==> config.mk <==
export PLATFORM = sky130hd
export DESIGN_NAME = hbpc_top
export DESIGN_NICKNAME = d
export VERILOG_FILES = /design/src/hbpc_pkg.sv /design/src/hbpc_csr_mem.sv /design/src/hbpc_top.sv
export SDC_FILE = /design/constraint.sdc
export NUM_CORES = 2
export LEC_CHECK = 0
export BUFFER_PORTS_ARGS = -buffer_cell sky130_fd_sc_hd__buf_2
export CAP_MARGIN = 20
export CELL_PAD_IN_SITES_DETAIL_PLACEMENT = 0
export CELL_PAD_IN_SITES_GLOBAL_PLACEMENT = 2
export CORE_MARGIN = 1
export CORE_UTILIZATION = 42
export DETAILED_ROUTE_END_ITERATION = 8
export PLACE_DENSITY = 0.86
export SYNTH_ARGS = -nofsm -noshare
export SYNTH_HDL_FRONTEND = slang
export SYNTH_SLANG_ARGS = --single-unit
==> constraint.sdc <==
create_clock -name ref_clk -period 6.05 [get_ports ref_clk]
set_input_delay 0.9075 -clock ref_clk [delete_from_list [all_inputs] [get_ports ref_clk]]
set_output_delay 0.9075 -clock ref_clk [all_outputs]
set_load 0.01 [all_outputs]
==> src/hbpc_pkg.sv <==
// Purpose: shared constants for the host bus pin configuration block
// Assumes: 32-bit AXI4-Lite register bus, byte addresses
// Notes: control and status layouts used by the top and the bench
package hbpc_pkg;
   // register bus
   localparam int AXI_AW = 8;
   localparam logic [7:0] OFS_CTRL = 8'h00;
   localparam logic [7:0] OFS_STATUS = 8'h04;
   localparam logic [1:0] RESP_OKAY = 2'h0;
   localparam logic [1:0] RESP_SLVERR = 2'h2;
   ////////////////////////////////////////////////////////////////////////
   // control register fields
   localparam int CTRL_IRQ_POL = 0;
   localparam int CTRL_IRQ_OD = 1;
   localparam int CTRL_SLEEP = 2;
   localparam int CTRL_DMODE_LSB = 4;
   localparam int CTRL_CMODE_LSB = 6;
   localparam int CTRL_GENERAL_OUTPUT_THREE = 8;
   localparam int CTRL_GENERAL_OUTPUT_FOUR = 9;
   localparam int CTRL_IEN_LSB = 12;
   localparam logic [31:0] CTRL_RST = 32'h0000_0000;
   localparam logic [31:0] CTRL_WMASK = 32'h0000_f3f3;
   ////////////////////////////////////////////////////////////////////////
   // status register fields
   localparam int ST_W32 = 0;
   localparam int ST_RATE = 1;
   localparam int ST_SLEEP = 2;
   localparam int ST_RDSEEN = 3;
   localparam int ST_IRQ_LSB = 4;
   ////////////////////////////////////////////////////////////////////////
   // host side decode and sizes
   localparam int IRQ_SRC_N = 4;
   localparam int CSR_AW = 6;
   localparam logic [2:0] FIFO_REGION = 3'h0;
   localparam int REF_CLK_HZ = 50_000_000;
   localparam int XTAL_HZ = 25_000_000;
   // function of a shared serial rom pin
   typedef enum logic [1:0] {
      PM_ROM,
      PM_GPO,
      PM_MON_A,
      PM_MON_B
   } hbpc_pinmode_t;
endpackage

==> src/hbpc_csr_mem.sv <==
// Purpose: word store behind the host control/status window
// Assumes: one write and one read port, same clock
// Notes: read data come out of a register one cycle after re
`timescale 1ns/10ps
module hbpc_csr_mem #(
   parameter int DW = 32,
   parameter int AW = 6
) (
   // clock and reset
   input wire logic ref_clk,
   input wire logic rst,
   // write port
   input wire logic we,
   input wire logic [AW-1:0] waddr,
   input wire logic [DW-1:0] wdata,
   // read port
   input wire logic re,
   input wire logic [AW-1:0] raddr,
   output logic [DW-1:0] rdata
);
   logic [DW-1:0] mem [0:(1<<AW)-1];

   ////////////////////////////////////////////////////////////////////////
   // storage
   always_ff @(posedge ref_clk) begin
      if (we) begin
         mem[waddr] <= wdata;
      end
   end

   ////////////////////////////////////////////////////////////////////////
   // registered read
   always_ff @(posedge ref_clk or posedge rst) begin
      if (rst) begin
         rdata <= '0;
      end else if (re) begin
         rdata <= mem[raddr];
      end
   end
endmodule

==> src/hbpc_top.sv <==
// Purpose: host bus pin port with straps and shared serial rom pins
// Assumes: host pins synchronous to ref_clk; 50 MHz clock
// Notes: control and status reached over AXI4-Lite
//
// Contract
// - split data port; upper pulldowns off in 32-bit
// - word address selects registers or fifos
// - strobes act only with chip select low
// - write strobe with chip select wakes device
// - irq polarity, sources, push-pull or open-drain
// - fifo select forces fifo, ignores upper address
// - rate strap picks default speed and autoneg
// - rate strap latched once at reset release
// - width strap latched: high 32-bit, low 16-bit
// - 16-bit mode pairs halves into 32-bit words
// - data rom pin: rom, output three, tx monitor
// - clock rom pin: rom, output four, rx monitor
// - rom select off unless data pin is rom
// - rom select off unless clock pin is rom
// - general outputs are output only
// - hw_reset_n low resets all logic except the csr store and its read register
// - reference clock from crystal input
`timescale 1ns/10ps
module hbpc_top
   import hbpc_pkg::*;
#(
   parameter int CSR_DEPTH_AW = CSR_AW
) (
   // clock and resets
   input wire logic ref_clk,
   input wire logic rst,
   input wire logic hw_reset_n,
   // axi4-lite write
   input wire logic s_axi_awvalid,
   output logic s_axi_awready,
   input wire logic [AXI_AW-1:0] s_axi_awaddr,
   input wire logic s_axi_wvalid,
   output logic s_axi_wready,
   input wire logic [31:0] s_axi_wdata,
   input wire logic [3:0] s_axi_wstrb,
   output logic s_axi_bvalid,
   input wire logic s_axi_bready,
   output logic [1:0] s_axi_bresp,
   // axi4-lite read
   input wire logic s_axi_arvalid,
   output logic s_axi_arready,
   input wire logic [AXI_AW-1:0] s_axi_araddr,
   output logic s_axi_rvalid,
   input wire logic s_axi_rready,
   output logic [31:0] s_axi_rdata,
   output logic [1:0] s_axi_rresp,
   // host bus pins
   input wire logic [31:0] host_data_i,
   output logic [31:0] host_data_o,
   output logic host_data_oe_hi,
   output logic host_data_oe_lo,
   output logic data_hi_pulldown_en,
   input wire logic [7:1] host_addr,
   input wire logic read_strobe_n,
   input wire logic write_strobe_n,
   input wire logic chip_select_n,
   input wire logic fifo_window_select,
   // interrupt pin
   input wire logic [IRQ_SRC_N-1:0] irq_sources,
   output logic irq_o,
   output logic irq_oe,
   // straps and defaults
   input wire logic link_rate_strap,
   output logic bus_is_32,
   output logic dflt_speed_100,
   output logic dflt_full_duplex,
   output logic dflt_autoneg_en,
   // data fifos
   output logic tx_fifo_valid,
   output logic [31:0] tx_fifo_data,
   output logic rx_fifo_pop,
   input wire logic [31:0] rx_fifo_data,
   // serial rom pins
   input wire logic serial_rom_data_i,
   output logic serial_rom_data_o,
   output logic serial_rom_data_oe,
   output logic serial_rom_clock,
   output logic serial_rom_select,
   // serial rom engine
   input wire logic rom_eng_do,
   input wire logic rom_eng_oe,
   input wire logic rom_eng_clk,
   input wire logic rom_eng_cs,
   output logic rom_eng_di,
   // internal mii monitors
   input wire logic mii_tx_en,
   input wire logic mii_tx_clk,
   input wire logic mii_rx_dv,
   input wire logic mii_rx_clk,
   // power state
   output logic sleeping,
   output logic host_ready
);
   typedef struct packed {
      logic [31:0] ctrl;
      logic aw_seen;
      logic [AXI_AW-1:0] aw_addr;
      logic w_seen;
      logic [31:0] w_data;
      logic [3:0] w_strb;
      logic bvalid;
      logic [1:0] bresp;
      logic rvalid;
      logic [31:0] rdata;
      logic [1:0] rresp;
      logic strap_done;
      logic w32;
      logic rate100;
      logic sleeping;
      logic read_seen;
      logic rd_act;
      logic wr_act;
      logic rd_pend;
      logic [31:0] rd_data;
      logic [15:0] rd_upper;
      logic [15:0] wr_low;
      logic tx_valid;
      logic [31:0] tx_data;
      logic sr_do;
      logic sr_oe;
      logic sr_clk;
      logic sr_cs;
      logic irq_o;
      logic irq_oe;
   } hbpc_state_t;

   localparam hbpc_state_t ST_RST = '{ctrl: CTRL_RST, default: '0};

   hbpc_state_t s_r;
   hbpc_state_t s_nxt;
   logic acc_rd;
   logic acc_wr;
   logic rd_start;
   logic wr_start;
   logic half_hi;
   logic fifo_hit;
   logic mem_we;
   logic mem_re;
   logic [CSR_DEPTH_AW-1:0] mem_addr;
   logic [31:0] mem_wdata;
   logic [31:0] mem_rdata;
   logic [31:0] wr_word;
   logic [31:0] status;
   logic irq_act;
   hbpc_pinmode_t dmode;
   hbpc_pinmode_t cmode;

   ////////////////////////////////////////////////////////////////////////
   // helpers
   function automatic logic is_fifo(input logic [7:1] a, input logic fs);
      is_fifo = fs | (a[7:5] == FIFO_REGION);
   endfunction

   // returns {word seen by host, upper half kept for second read}
   function automatic logic [47:0] steer(input logic [31:0] w,
                                         input logic wide);
      steer = wide ? {w, 16'h0000} : {16'h0000, w[15:0], w[31:16]};
   endfunction

   function automatic logic reg_hit(input logic [AXI_AW-1:0] a,
                                    input logic [7:0] ofs);
      reg_hit = (a[AXI_AW-1:2] == ofs[7:2]);
   endfunction

   ////////////////////////////////////////////////////////////////////////
   // host strobe qualification and decode
   assign acc_rd = !chip_select_n && !read_strobe_n;
   assign acc_wr = !chip_select_n && !write_strobe_n;
   assign rd_start = acc_rd && !s_r.rd_act;
   assign wr_start = acc_wr && !s_r.wr_act;
   assign half_hi = host_addr[1];
   assign fifo_hit = is_fifo(host_addr, fifo_window_select);
   assign mem_addr = host_addr[7:2];
   assign wr_word = s_r.w32 ? host_data_i
                            : {host_data_i[15:0], s_r.wr_low};
   assign dmode = hbpc_pinmode_t'(s_r.ctrl[CTRL_DMODE_LSB +: 2]);
   assign cmode = hbpc_pinmode_t'(s_r.ctrl[CTRL_CMODE_LSB +: 2]);
   assign irq_act = |(irq_sources & s_r.ctrl[CTRL_IEN_LSB +: IRQ_SRC_N]);
   assign status = {24'h000000, irq_sources, s_r.read_seen, s_r.sleeping,
                    s_r.rate100, s_r.w32};

   ////////////////////////////////////////////////////////////////////////
   // next state
   always_comb begin
      s_nxt = s_r;
      mem_we = 1'b0;
      mem_re = 1'b0;
      mem_wdata = wr_word;
      rx_fifo_pop = 1'b0;
      s_nxt.tx_valid = 1'b0;
      s_nxt.rd_pend = 1'b0;
      s_nxt.rd_act = acc_rd;
      s_nxt.wr_act = acc_wr;
      // straps caught on first edge after release
      if (!s_r.strap_done) begin
         s_nxt.strap_done = 1'b1;
         s_nxt.w32 = serial_rom_data_i;
         s_nxt.rate100 = link_rate_strap;
      end
      // host read
      if (rd_start) begin
         s_nxt.read_seen = 1'b1;
         if (!s_r.w32 && half_hi) begin
            s_nxt.rd_data = {16'h0000, s_r.rd_upper};
         end else if (fifo_hit) begin
            rx_fifo_pop = 1'b1;
            {s_nxt.rd_data, s_nxt.rd_upper} = steer(rx_fifo_data, s_r.w32);
         end else begin
            mem_re = 1'b1;
            s_nxt.rd_pend = 1'b1;
         end
      end
      if (s_r.rd_pend) begin
         {s_nxt.rd_data, s_nxt.rd_upper} = steer(mem_rdata, s_r.w32);
      end
      // host write
      if (wr_start) begin
         if (s_r.sleeping) begin
            s_nxt.sleeping = 1'b0;
         end else if (s_r.read_seen) begin
            if (!s_r.w32 && !half_hi) begin
               s_nxt.wr_low = host_data_i[15:0];
            end else if (fifo_hit) begin
               s_nxt.tx_valid = 1'b1;
               s_nxt.tx_data = wr_word;
            end else begin
               mem_we = 1'b1;
            end
         end
      end
      // axi write address and data, either order
      if (s_axi_awvalid && s_axi_awready) begin
         s_nxt.aw_seen = 1'b1;
         s_nxt.aw_addr = s_axi_awaddr;
      end
      if (s_axi_wvalid && s_axi_wready) begin
         s_nxt.w_seen = 1'b1;
         s_nxt.w_data = s_axi_wdata;
         s_nxt.w_strb = s_axi_wstrb;
      end
      if (s_r.aw_seen && s_r.w_seen) begin
         s_nxt.aw_seen = 1'b0;
         s_nxt.w_seen = 1'b0;
         s_nxt.bvalid = 1'b1;
         s_nxt.bresp = RESP_OKAY;
         if (reg_hit(s_r.aw_addr, OFS_CTRL)) begin
            for (int i = 0; i < 4; i++) begin
               if (s_r.w_strb[i]) begin
                  s_nxt.ctrl[i*8 +: 8] = s_r.w_data[i*8 +: 8]
                                          & CTRL_WMASK[i*8 +: 8];
               end
            end
            if (s_r.w_strb[0] && s_r.w_data[CTRL_SLEEP]) begin
               s_nxt.sleeping = 1'b1;
               s_nxt.read_seen = 1'b0;
            end
         end else if (!reg_hit(s_r.aw_addr, OFS_STATUS)) begin
            s_nxt.bresp = RESP_SLVERR;
         end
      end else if (s_r.bvalid && s_axi_bready) begin
         s_nxt.bvalid = 1'b0;
      end
      // axi read
      if (s_axi_arvalid && s_axi_arready) begin
         s_nxt.rvalid = 1'b1;
         s_nxt.rresp = RESP_OKAY;
         if (reg_hit(s_axi_araddr, OFS_CTRL)) begin
            s_nxt.rdata = s_r.ctrl;
         end else if (reg_hit(s_axi_araddr, OFS_STATUS)) begin
            s_nxt.rdata = status;
         end else begin
            s_nxt.rdata = 32'h0000_0000;
            s_nxt.rresp = RESP_SLVERR;
         end
      end else if (s_r.rvalid && s_axi_rready) begin
         s_nxt.rvalid = 1'b0;
      end
      // shared rom data pin
      case (dmode)
         PM_ROM: begin
            s_nxt.sr_do = rom_eng_do;
            s_nxt.sr_oe = rom_eng_oe && s_r.strap_done;
         end
         PM_GPO: begin
            s_nxt.sr_do = s_r.ctrl[CTRL_GENERAL_OUTPUT_THREE];
            s_nxt.sr_oe = 1'b1;
         end
         PM_MON_A: begin
            s_nxt.sr_do = mii_tx_en;
            s_nxt.sr_oe = 1'b1;
         end
         default: begin
            s_nxt.sr_do = mii_tx_clk;
            s_nxt.sr_oe = 1'b1;
         end
      endcase
      // shared rom clock pin
      case (cmode)
         PM_ROM: s_nxt.sr_clk = rom_eng_clk;
         PM_GPO: s_nxt.sr_clk = s_r.ctrl[CTRL_GENERAL_OUTPUT_FOUR];
         PM_MON_A: s_nxt.sr_clk = mii_rx_dv;
         default: s_nxt.sr_clk = mii_rx_clk;
      endcase
      s_nxt.sr_cs = rom_eng_cs && (dmode == PM_ROM)
                    && (cmode == PM_ROM);
      // interrupt pin
      s_nxt.irq_o = s_r.ctrl[CTRL_IRQ_POL] ? irq_act : !irq_act;
      s_nxt.irq_oe = s_r.ctrl[CTRL_IRQ_OD] ? !s_nxt.irq_o : 1'b1;
      // pin reset clears all state except the csr store and re-arms strap capture
      if (!hw_reset_n) begin
         s_nxt = ST_RST;
         mem_we = 1'b0;
         mem_re = 1'b0;
         rx_fifo_pop = 1'b0;
      end
   end

   ////////////////////////////////////////////////////////////////////////
   // state register
   always_ff @(posedge ref_clk or posedge rst) begin
      if (rst) begin
         s_r <= ST_RST;
      end else begin
         s_r <= s_nxt;
      end
   end

   ////////////////////////////////////////////////////////////////////////
   // csr store
   hbpc_csr_mem #(
      .DW(32),
      .AW(CSR_DEPTH_AW)
   ) u_csr_mem (
      .ref_clk(ref_clk),
      .rst(rst),
      .we(mem_we),
      .waddr(mem_addr),
      .wdata(mem_wdata),
      .re(mem_re),
      .raddr(mem_addr),
      .rdata(mem_rdata)
   );

   ////////////////////////////////////////////////////////////////////////
   // outputs
   assign s_axi_awready = !s_r.aw_seen && !s_r.bvalid;
   assign s_axi_wready = !s_r.w_seen && !s_r.bvalid;
   assign s_axi_bvalid = s_r.bvalid;
   assign s_axi_bresp = s_r.bresp;
   assign s_axi_arready = !s_r.rvalid;
   assign s_axi_rvalid = s_r.rvalid;
   assign s_axi_rdata = s_r.rdata;
   assign s_axi_rresp = s_r.rresp;
   assign host_data_o = s_r.rd_data;
   assign host_data_oe_lo = acc_rd;
   assign host_data_oe_hi = acc_rd && s_r.w32;
   assign data_hi_pulldown_en = !s_r.w32;
   assign irq_o = s_r.irq_o;
   assign irq_oe = s_r.irq_oe;
   assign bus_is_32 = s_r.w32;
   assign dflt_speed_100 = s_r.rate100;
   assign dflt_full_duplex = 1'b0;
   assign dflt_autoneg_en = s_r.rate100;
   assign tx_fifo_valid = s_r.tx_valid;
   assign tx_fifo_data = s_r.tx_data;
   assign serial_rom_data_o = s_r.sr_do;
   assign serial_rom_data_oe = s_r.sr_oe;
   assign serial_rom_clock = s_r.sr_clk;
   assign serial_rom_select = s_r.sr_cs;
   assign rom_eng_di = serial_rom_data_i;
   assign sleeping = s_r.sleeping;
   assign host_ready = s_r.read_seen;

   ////////////////////////////////////////////////////////////////////////
   // checks
   property p_oe_cs;
      @(posedge ref_clk) disable iff (rst)
      chip_select_n |-> !host_data_oe_lo && !host_data_oe_hi;
   endproperty
   a_oe_cs: assert property (p_oe_cs)
      else $error("data driven without chip select");

   property p_oe_rd;
      @(posedge ref_clk) disable iff (rst)
      host_data_oe_lo == (!chip_select_n && !read_strobe_n);
   endproperty
   a_oe_rd: assert property (p_oe_rd)
      else $error("data enable not tied to selected read");

   property p_pulldown;
      @(posedge ref_clk) disable iff (rst || !hw_reset_n)
      $rose(s_r.strap_done) |->
         data_hi_pulldown_en == !$past(serial_rom_data_i);
   endproperty
   a_pulldown: assert property (p_pulldown)
      else $error("upper pulldown wrong for bus width");

   property p_wake;
      @(posedge ref_clk) disable iff (rst || !hw_reset_n)
      (sleeping && wr_start) |=> !sleeping;
   endproperty
   a_wake: assert property (p_wake)
      else $error("write with chip select did not wake");

   property p_early_wr;
      @(posedge ref_clk) disable iff (rst)
      (wr_start && !host_ready) |=> !tx_fifo_valid;
   endproperty
   a_early_wr: assert property (p_early_wr)
      else $error("write took effect before first read");

   property p_fifo_wr;
      @(posedge ref_clk) disable iff (rst || !hw_reset_n)
      (wr_start && fifo_window_select && host_ready && !sleeping
       && bus_is_32) |=> tx_fifo_valid && tx_fifo_data == $past(host_data_i);
   endproperty
   a_fifo_wr: assert property (p_fifo_wr)
      else $error("fifo window write not sent to tx fifo");

   property p_half_lo;
      @(posedge ref_clk) disable iff (rst)
      (wr_start && !bus_is_32 && !host_addr[1]) |=> !tx_fifo_valid;
   endproperty
   a_half_lo: assert property (p_half_lo)
      else $error("low half write pushed a word");

   property p_rate_hold;
      @(posedge ref_clk) disable iff (rst || !hw_reset_n)
      ($past(s_r.strap_done) && s_r.strap_done) |->
         $stable(dflt_speed_100) ##1 $stable(dflt_speed_100);
   endproperty
   a_rate_hold: assert property (p_rate_hold)
      else $error("rate default changed after latch");

   property p_width_hold;
      @(posedge ref_clk) disable iff (rst || !hw_reset_n)
      $past(s_r.strap_done) && s_r.strap_done |-> $stable(bus_is_32);
   endproperty
   a_width_hold: assert property (p_width_hold)
      else $error("bus width changed after latch");

   property p_rom_cs;
      @(posedge ref_clk) disable iff (rst || !hw_reset_n)
      (dmode != PM_ROM || cmode != PM_ROM) |=> !serial_rom_select;
   endproperty
   a_rom_cs: assert property (p_rom_cs)
      else $error("rom select active while pin repurposed");

   property p_irq;
      @(posedge ref_clk) disable iff (rst || !hw_reset_n)
      !rst && hw_reset_n && !s_r.ctrl[CTRL_IRQ_OD] |=> irq_oe &&
         irq_o == ($past(irq_act) ~^ $past(s_r.ctrl[CTRL_IRQ_POL]));
   endproperty
   a_irq: assert property (p_irq)
      else $error("push-pull irq level wrong");
endmodule

# [Word level (Yosys, flattened, before mapping)]
# Memories as Yosys holds them, arrays and structs flattened. A register that Yosys moved wholly into a read port is not among the register bits.
# Index checks and enable logic that the tools add are counted.
[word_totals] ff_bits=211 wordCells=173 out_inout_bits=123 n_memories=1 ramBits=2048
[classes] n_eq_ne=30 n_bitwise=2 muxes=61 reduce_logical=46
[mem_list] name="u_csr_mem.mem" words=64 width=32 read_ports=1 rd_clocked_by_memory_dff=1 write_ports=1 line_no="hbpc_csr_mem.sv:21" text="logic [DW-1:0] mem [0:(1<<AW)-1];"
[op_table] cell="$mux W227" count=1
[op_table] cell="$mux W49" count=4
[op_table] cell="$mux W48" count=4
[op_table] cell="$mux W32" count=4
[op_table] cell="$mux W33" count=3
[op_table] cell="$mux W8" count=5
[op_table] cell="$mux W37" count=1
[op_table] cell="$mux W34" count=1
[op_table] cell="$mux W16" count=2
[op_table] cell="$ne A2 B1 Y1 const B" count=13
[op_table] cell="$mux W1" count=24
[op_table] cell="$logic_and A1 B1 Y1" count=19
[op_table] cell="$mux W2" count=9
[op_table] cell="$ne A3 B1 Y1 const B" count=6
[op_table] cell="$reduce_and A3 Y1" count=5
[op_table] cell="$logic_not A1 Y1" count=13
[op_table] cell="$eq A6 B1 Y1 const B" count=2
[op_table] cell="$logic_not A6 Y1" count=2
[op_table] cell="$mux W9" count=1
[op_table] cell="$ne A2 B2 Y1 const B" count=3
[op_table] cell="$pmux W2 S3" count=1
[op_table] cell="$reduce_and A5 Y1" count=1
[op_table] cell="$and A4 B4 Y4" count=1
[op_table] cell="$eq A2 B1 Y1 const B" count=2
[op_table] cell="other kinds (10)" count=12

# [Longest topological paths before layout]
[depth] word_depth=10 mapped_depth=11

# [Modules after synthesis]
# From an unflattened synthesis, not the netlist that was laid out.
[hier_totals] hier_cells=4617 area_unflattened_um2=88207.1
[by_module_without_submodules] module="hbpc_csr_mem" cells_each=3834 n_inst=1 seq_area_each_um2=62299.8 area_per_inst_um2=79626.4
[by_module_without_submodules] module="hbpc_top" cells_each=783 n_inst=1 seq_area_each_um2=4129.0 area_per_inst_um2=8580.7

# [Least setup slack after synthesis]
# No wires, ideal clock.
[synth_timing] path_type="input to register" startpoint="input port chip_select_n" endpoint="memory u_csr_mem.mem[15][0] (enable)" n_path_buf=0 cell_stages=6 slack_ns=1.981 required_time_ns=5.629 t_arrival_ns=3.648 cell_sequence="or3_1 nor4b_1 and3_2 and2_2 nand2_1 nor2_1"
[synth_via] elab_chain_cells=7
[synth_lines] element="from (decl)" line_no="hbpc_top.sv:61" text="input wire logic chip_select_n,"
[synth_lines] element="$logic_not A1 Y1" line_no="hbpc_top.sv:173" text="assign acc_wr = !chip_select_n && !write_strobe_n;"
[synth_lines] element="$logic_and A1 B1 Y1" line_no="hbpc_top.sv:173"
[synth_lines] element="$logic_and A1 B1 Y1" line_no="hbpc_top.sv:175" text="assign wr_start = acc_wr && !s_r.wr_act;"
[synth_lines] element="$mux W1" line_no="hbpc_top.sv:222" text="if (wr_start) begin"
[synth_lines] element="$mux W1" line_no="hbpc_top.sv:315" text="if (!hw_reset_n) begin"
[synth_lines] element="$mux W1" line_no="hbpc_csr_mem.sv:26" text="if (we) begin"
[synth_lines] element="$mux W1 (implied by the code)" line_no="hbpc_csr_mem.sv:27" text="mem[waddr] <= wdata;"
[synth_lines] element="to (decl)" line_no="hbpc_csr_mem.sv:21"
# Every way passes these cells.

# [Final worst setup path]
[layout_timing] startpoint="register s_r[104] (netlist bit)" endpoint="memory u_csr_mem.mem[19][13] (enable)"
[layout_via] elab_chain_cells=6
[layout_lines] element="from (decl)" line_no="hbpc_top.sv:134" text="hbpc_state_t s_r;"
[layout_lines] element="from (signal assigned)" line_no="hbpc_top.sv:329" text="s_r <= s_nxt;"
[layout_lines] element="$logic_not A1 Y1" line_no="hbpc_top.sv:175"
[layout_lines] element="$logic_and A1 B1 Y1" line_no="hbpc_top.sv:175"
[layout_lines] element="$mux W1" line_no="hbpc_top.sv:222"
[layout_lines] element="$mux W1" line_no="hbpc_top.sv:315"
[layout_lines] element="$mux W1" line_no="hbpc_csr_mem.sv:26"
[layout_lines] element="$mux W1 (implied by the code)" line_no="hbpc_csr_mem.sv:27"
# Every way passes these cells.

==> out/metrics.yaml <==
cts_max_level: 4
numCtsBuffers: 187
hold_buffers: 0
finalNetCount: 4880
run_status: "finished clean"
place_congestion: 0.923
synth_area_per_cell_um2: 17.4
holdWs_ns: 0.187
pre_cts_slack_ns: 1.09
max_stage_delay_ns: 1.15
slowest_stage: "nor2_4"
gr-total-overflow: 0
fin_tns_setup_ns: 0
syn2layout_area_growth_pct: 13.0
maxCapViolations: 0
die_w_um: 433
max_freq_ghz: 0.235
layout-drive-gt1-share_pct: 21.2
antenna_found_initial: 20
row_count: 157
seq_power_share_pct: 54.2
hpwlAfterDp_um: 143000
setup_viol: 0
synth_edf_count: 1792
coreArea_um2: 184000
stdcell_count: 7354
root_buffer: "clkbuf_16"
clk_pin_slew_worst_paths_ns: 0.06
vias: 46200
grt_pass1_vias: 43600
route.detailed.drc: 0
peakVddDrop_v: 0.000232
leakage_nw: 29.1
ys_ff_latch: 1989
rsz0062_at_grt: "no"
critPathRequiredTime_ns: 6.56
antenna_left: 0
p_switching_w: 0.00652
syn_inst: 4489
finalClockSkew_ns: 0.0348
cts_sinks: 1989
place_inst: 6999
async_flop_share_pct: 9.90
cp.arrival_ns: 4.77
slew_viol_final: 0
ios: 272
avgViaCountPerCell: 6.28
initial_core_util_pct: 42.4
max_slew_margin_pct: 21.9
grt_max_degree: 122
ys_types: 81
cts_resized: 0
swShare_pct: 23.1
dieArea_um2: 187000
cts_tree: "built"
clk_path_buf_depth: 3
start_kind: "register"
power.share.combinational_pct: 6.2
grt_first_pass_wirelength_um: 333000
first_pass_iters: 6
worst_slew_pin_slew_ns: 1.17
period_needed_ns: 4.26
cts_setup_buffers: 0
cp_cell_sequence: "or3_1 > nor4b_1 > and3_2 > nand3_1 > nor2_4 > buf_4"
wl_per_cell_um: 32.9
p_clk_share_pct: 39.6
hold_viol: 0
dieHeight_um: 433
cell_internal_pwr_w: 0.0217
power.density_nw_per_um2: 320
worst_slack_ns: 1.79
portBuffers: 243
timing.final.crit_share_pct: 70.4
synth-warning-count: 0
critical_path_class: "reg -> reg"
end_kind: "register"
synth_ff_type: "edfxtp_1"
yosysSeqAreaShare_pct: 75.4
drt-initial-drc-count: 7397
utilization_pct: 47.9
hold_class: "in -> async"
clock_latency_ns: 0.84
nFillCells: 15200
critPathMaxFanout: 24
track_usage_pct: 25.3
rr_worst_depth: 6
syn-cell-area_um2: 77900
routed_wl_um: 242000
Yosys cell counts, drive strengths merged, types with 4 or more instances:
master / n / area [um^2]
a21boi: 25 / 188
edfxtp: 1792 / 53800
a221oi: 254 / 2230
nor2: 236 / 888
a221o: 10 / 100
nor3: 15 / 85.1
a21oi: 82 / 410
mux2i: 266 / 2660
mux4: 141 / 3190
nand4: 13 / 81.3
o22a: 11 / 96.3
buf: 287 / 1960
nor3b: 5 / 37.5
nand2b: 12 / 75.1
or2: 5 / 31.3
o211ai: 12 / 90.1
o21ai: 161 / 806
a32oi: 6 / 52.6
a22o: 74 / 648
nand2: 234 / 881
ha: 4 / 50.1
and2: 15 / 97.6
inv: 12 / 45.1
a31oi: 23 / 144
a32o: 5 / 50.1
o31ai: 32 / 240
mux2: 99 / 1110
a22oi: 104 / 781
o22ai: 95 / 594
and3: 7 / 45.1
nand3: 25 / 125
o2111ai: 8 / 70.1
clkbuf: 118 / 443
o32a: 18 / 180
nor2b: 26 / 163
a211oi: 4 / 30.0
o221ai: 11 / 96.3
dfrtp: 197 / 4930
per-layer routing:
metal | part of all wire, % | up-vias | track usage, %
li1 | - | 18500 | -
met1 | 37 | 23700 | 34.6
met2 | 45 | 3443 | 37.8
met3 | 14 | 519 | 7.15
met4 | 4.4 | 16 | 10.8
met5 | 0.035 | - | 0
state kept, by name (all words and copies together) (netlist names):
name	flops
s_axi_rresp	1
tx_fifo_data	32
u_csr_mem.mem	1792
serial_rom_clock	1
dflt_autoneg_en	1
u_csr_mem.rdata	32
s_r	67
dmode	2
tx_fifo_valid	1
irq_o	1
bus_is_32	1
serial_rom_data_oe	1
s_axi_bvalid	1
serial_rom_data_o	1
host_ready	1
irq_oe	1
s_axi_rdata	15
s_axi_bresp	1
serial_rom_select	1
host_data_o	32
cmode	2
sleeping	1
s_axi_rvalid	1
stage by stage:
step	cell area (um^2)	total power [W]
final	88000	0.0282
after global routing	88000	0.0288
after CTS	88000	0.0282
after detailed placement	82300	0.0173
after global placement	82100	0.0172
after floorplan	77900	0.0164
path summary, 6_finish.rpt:
kind,end,slack [ns],startpoint
max reg2reg,u_csr_mem.mem[19][13],1.79,s_r[104]
min reg2reg,host_data_o[4],0.47,host_data_o[4]
min in group ref_clk,s_r[104],0.31,write_strobe_n
max in group asynchronous,u_csr_mem.rdata[17],4.57,rst
max,u_csr_mem.mem[19][13],1.79,s_r[104]
min,tx_fifo_data[26],0.19,rst
layout by cell type, fill, tap and decap left out, types with 22 or more instances in the layout:
master and n:
o31ai_1 32, a21boi_0 24, clkbuf_16 190, dfrtp_1 195, a21oi_1 81, mux4_2 137
clkinv_1 48, nand3_1 23, o22ai_1 95, buf_4 185, nor2_4 60, buf_2 240
o21ai_0 155, nor2_1 173, a22o_1 74, a31oi_1 22, edfxtp_1 1792, mux2_2 98
mux2i_1 266, clkinv_2 28, a22oi_1 104, nand2_1 233, clkbuf_1 56, a221oi_1 253
area by class of cell:
class                           instances  area [um^2]  area share (%)
Tap cell                             2464         3080            3.50
Sequential cell                      1989        58700            66.7
Clock inverter                         94          666           0.756
Multi-Input combinational cell       2085        17300            19.7
Clock buffer                          252         5050            5.73
Timing Repair Buffer                  452         3120            3.54
Inverter                               12         53.8          0.0611
Antenna cell                            6         15.0          0.0171
critical path, delay by kind of cell (launching register included):
family | cells | cell delay (ns)
AND/OR/NAND/NOR | 5 | 3.22
flip-flops | 1 | 0.35
buffers and inverters | 1 | 0.34
power groups by stage:
stage | Combinational, W | Sequential [W] | Clock (W)
floorplan | 0.000965 | 0.0154 | 0
global placement | 0.00168 | 0.0155 | 0
detailed placement | 0.00171 | 0.0155 | 0
CTS | 0.00171 | 0.0153 | 0.0112
global route | 0.00181 | 0.0153 | 0.0117
finish | 0.00175 | 0.0153 | 0.0111
kinds of logic after synthesis:
kind of cell | after synthesis | share of synthesized area (%)
xor gates and xnor gates | 1 | 0.0112
buffers and inverters | 417 | 3.14
adders and majority gates | 4 | 0.0642
DFF | 1989 | 75.4
and+or+nand+nor | 608 | 3.37
muxes | 506 | 8.94
AOI/OAI and AO/OA | 963 | 9.07
other | 1 | 0.00481
Note: power is estimated with default switching activity, not from simulation.
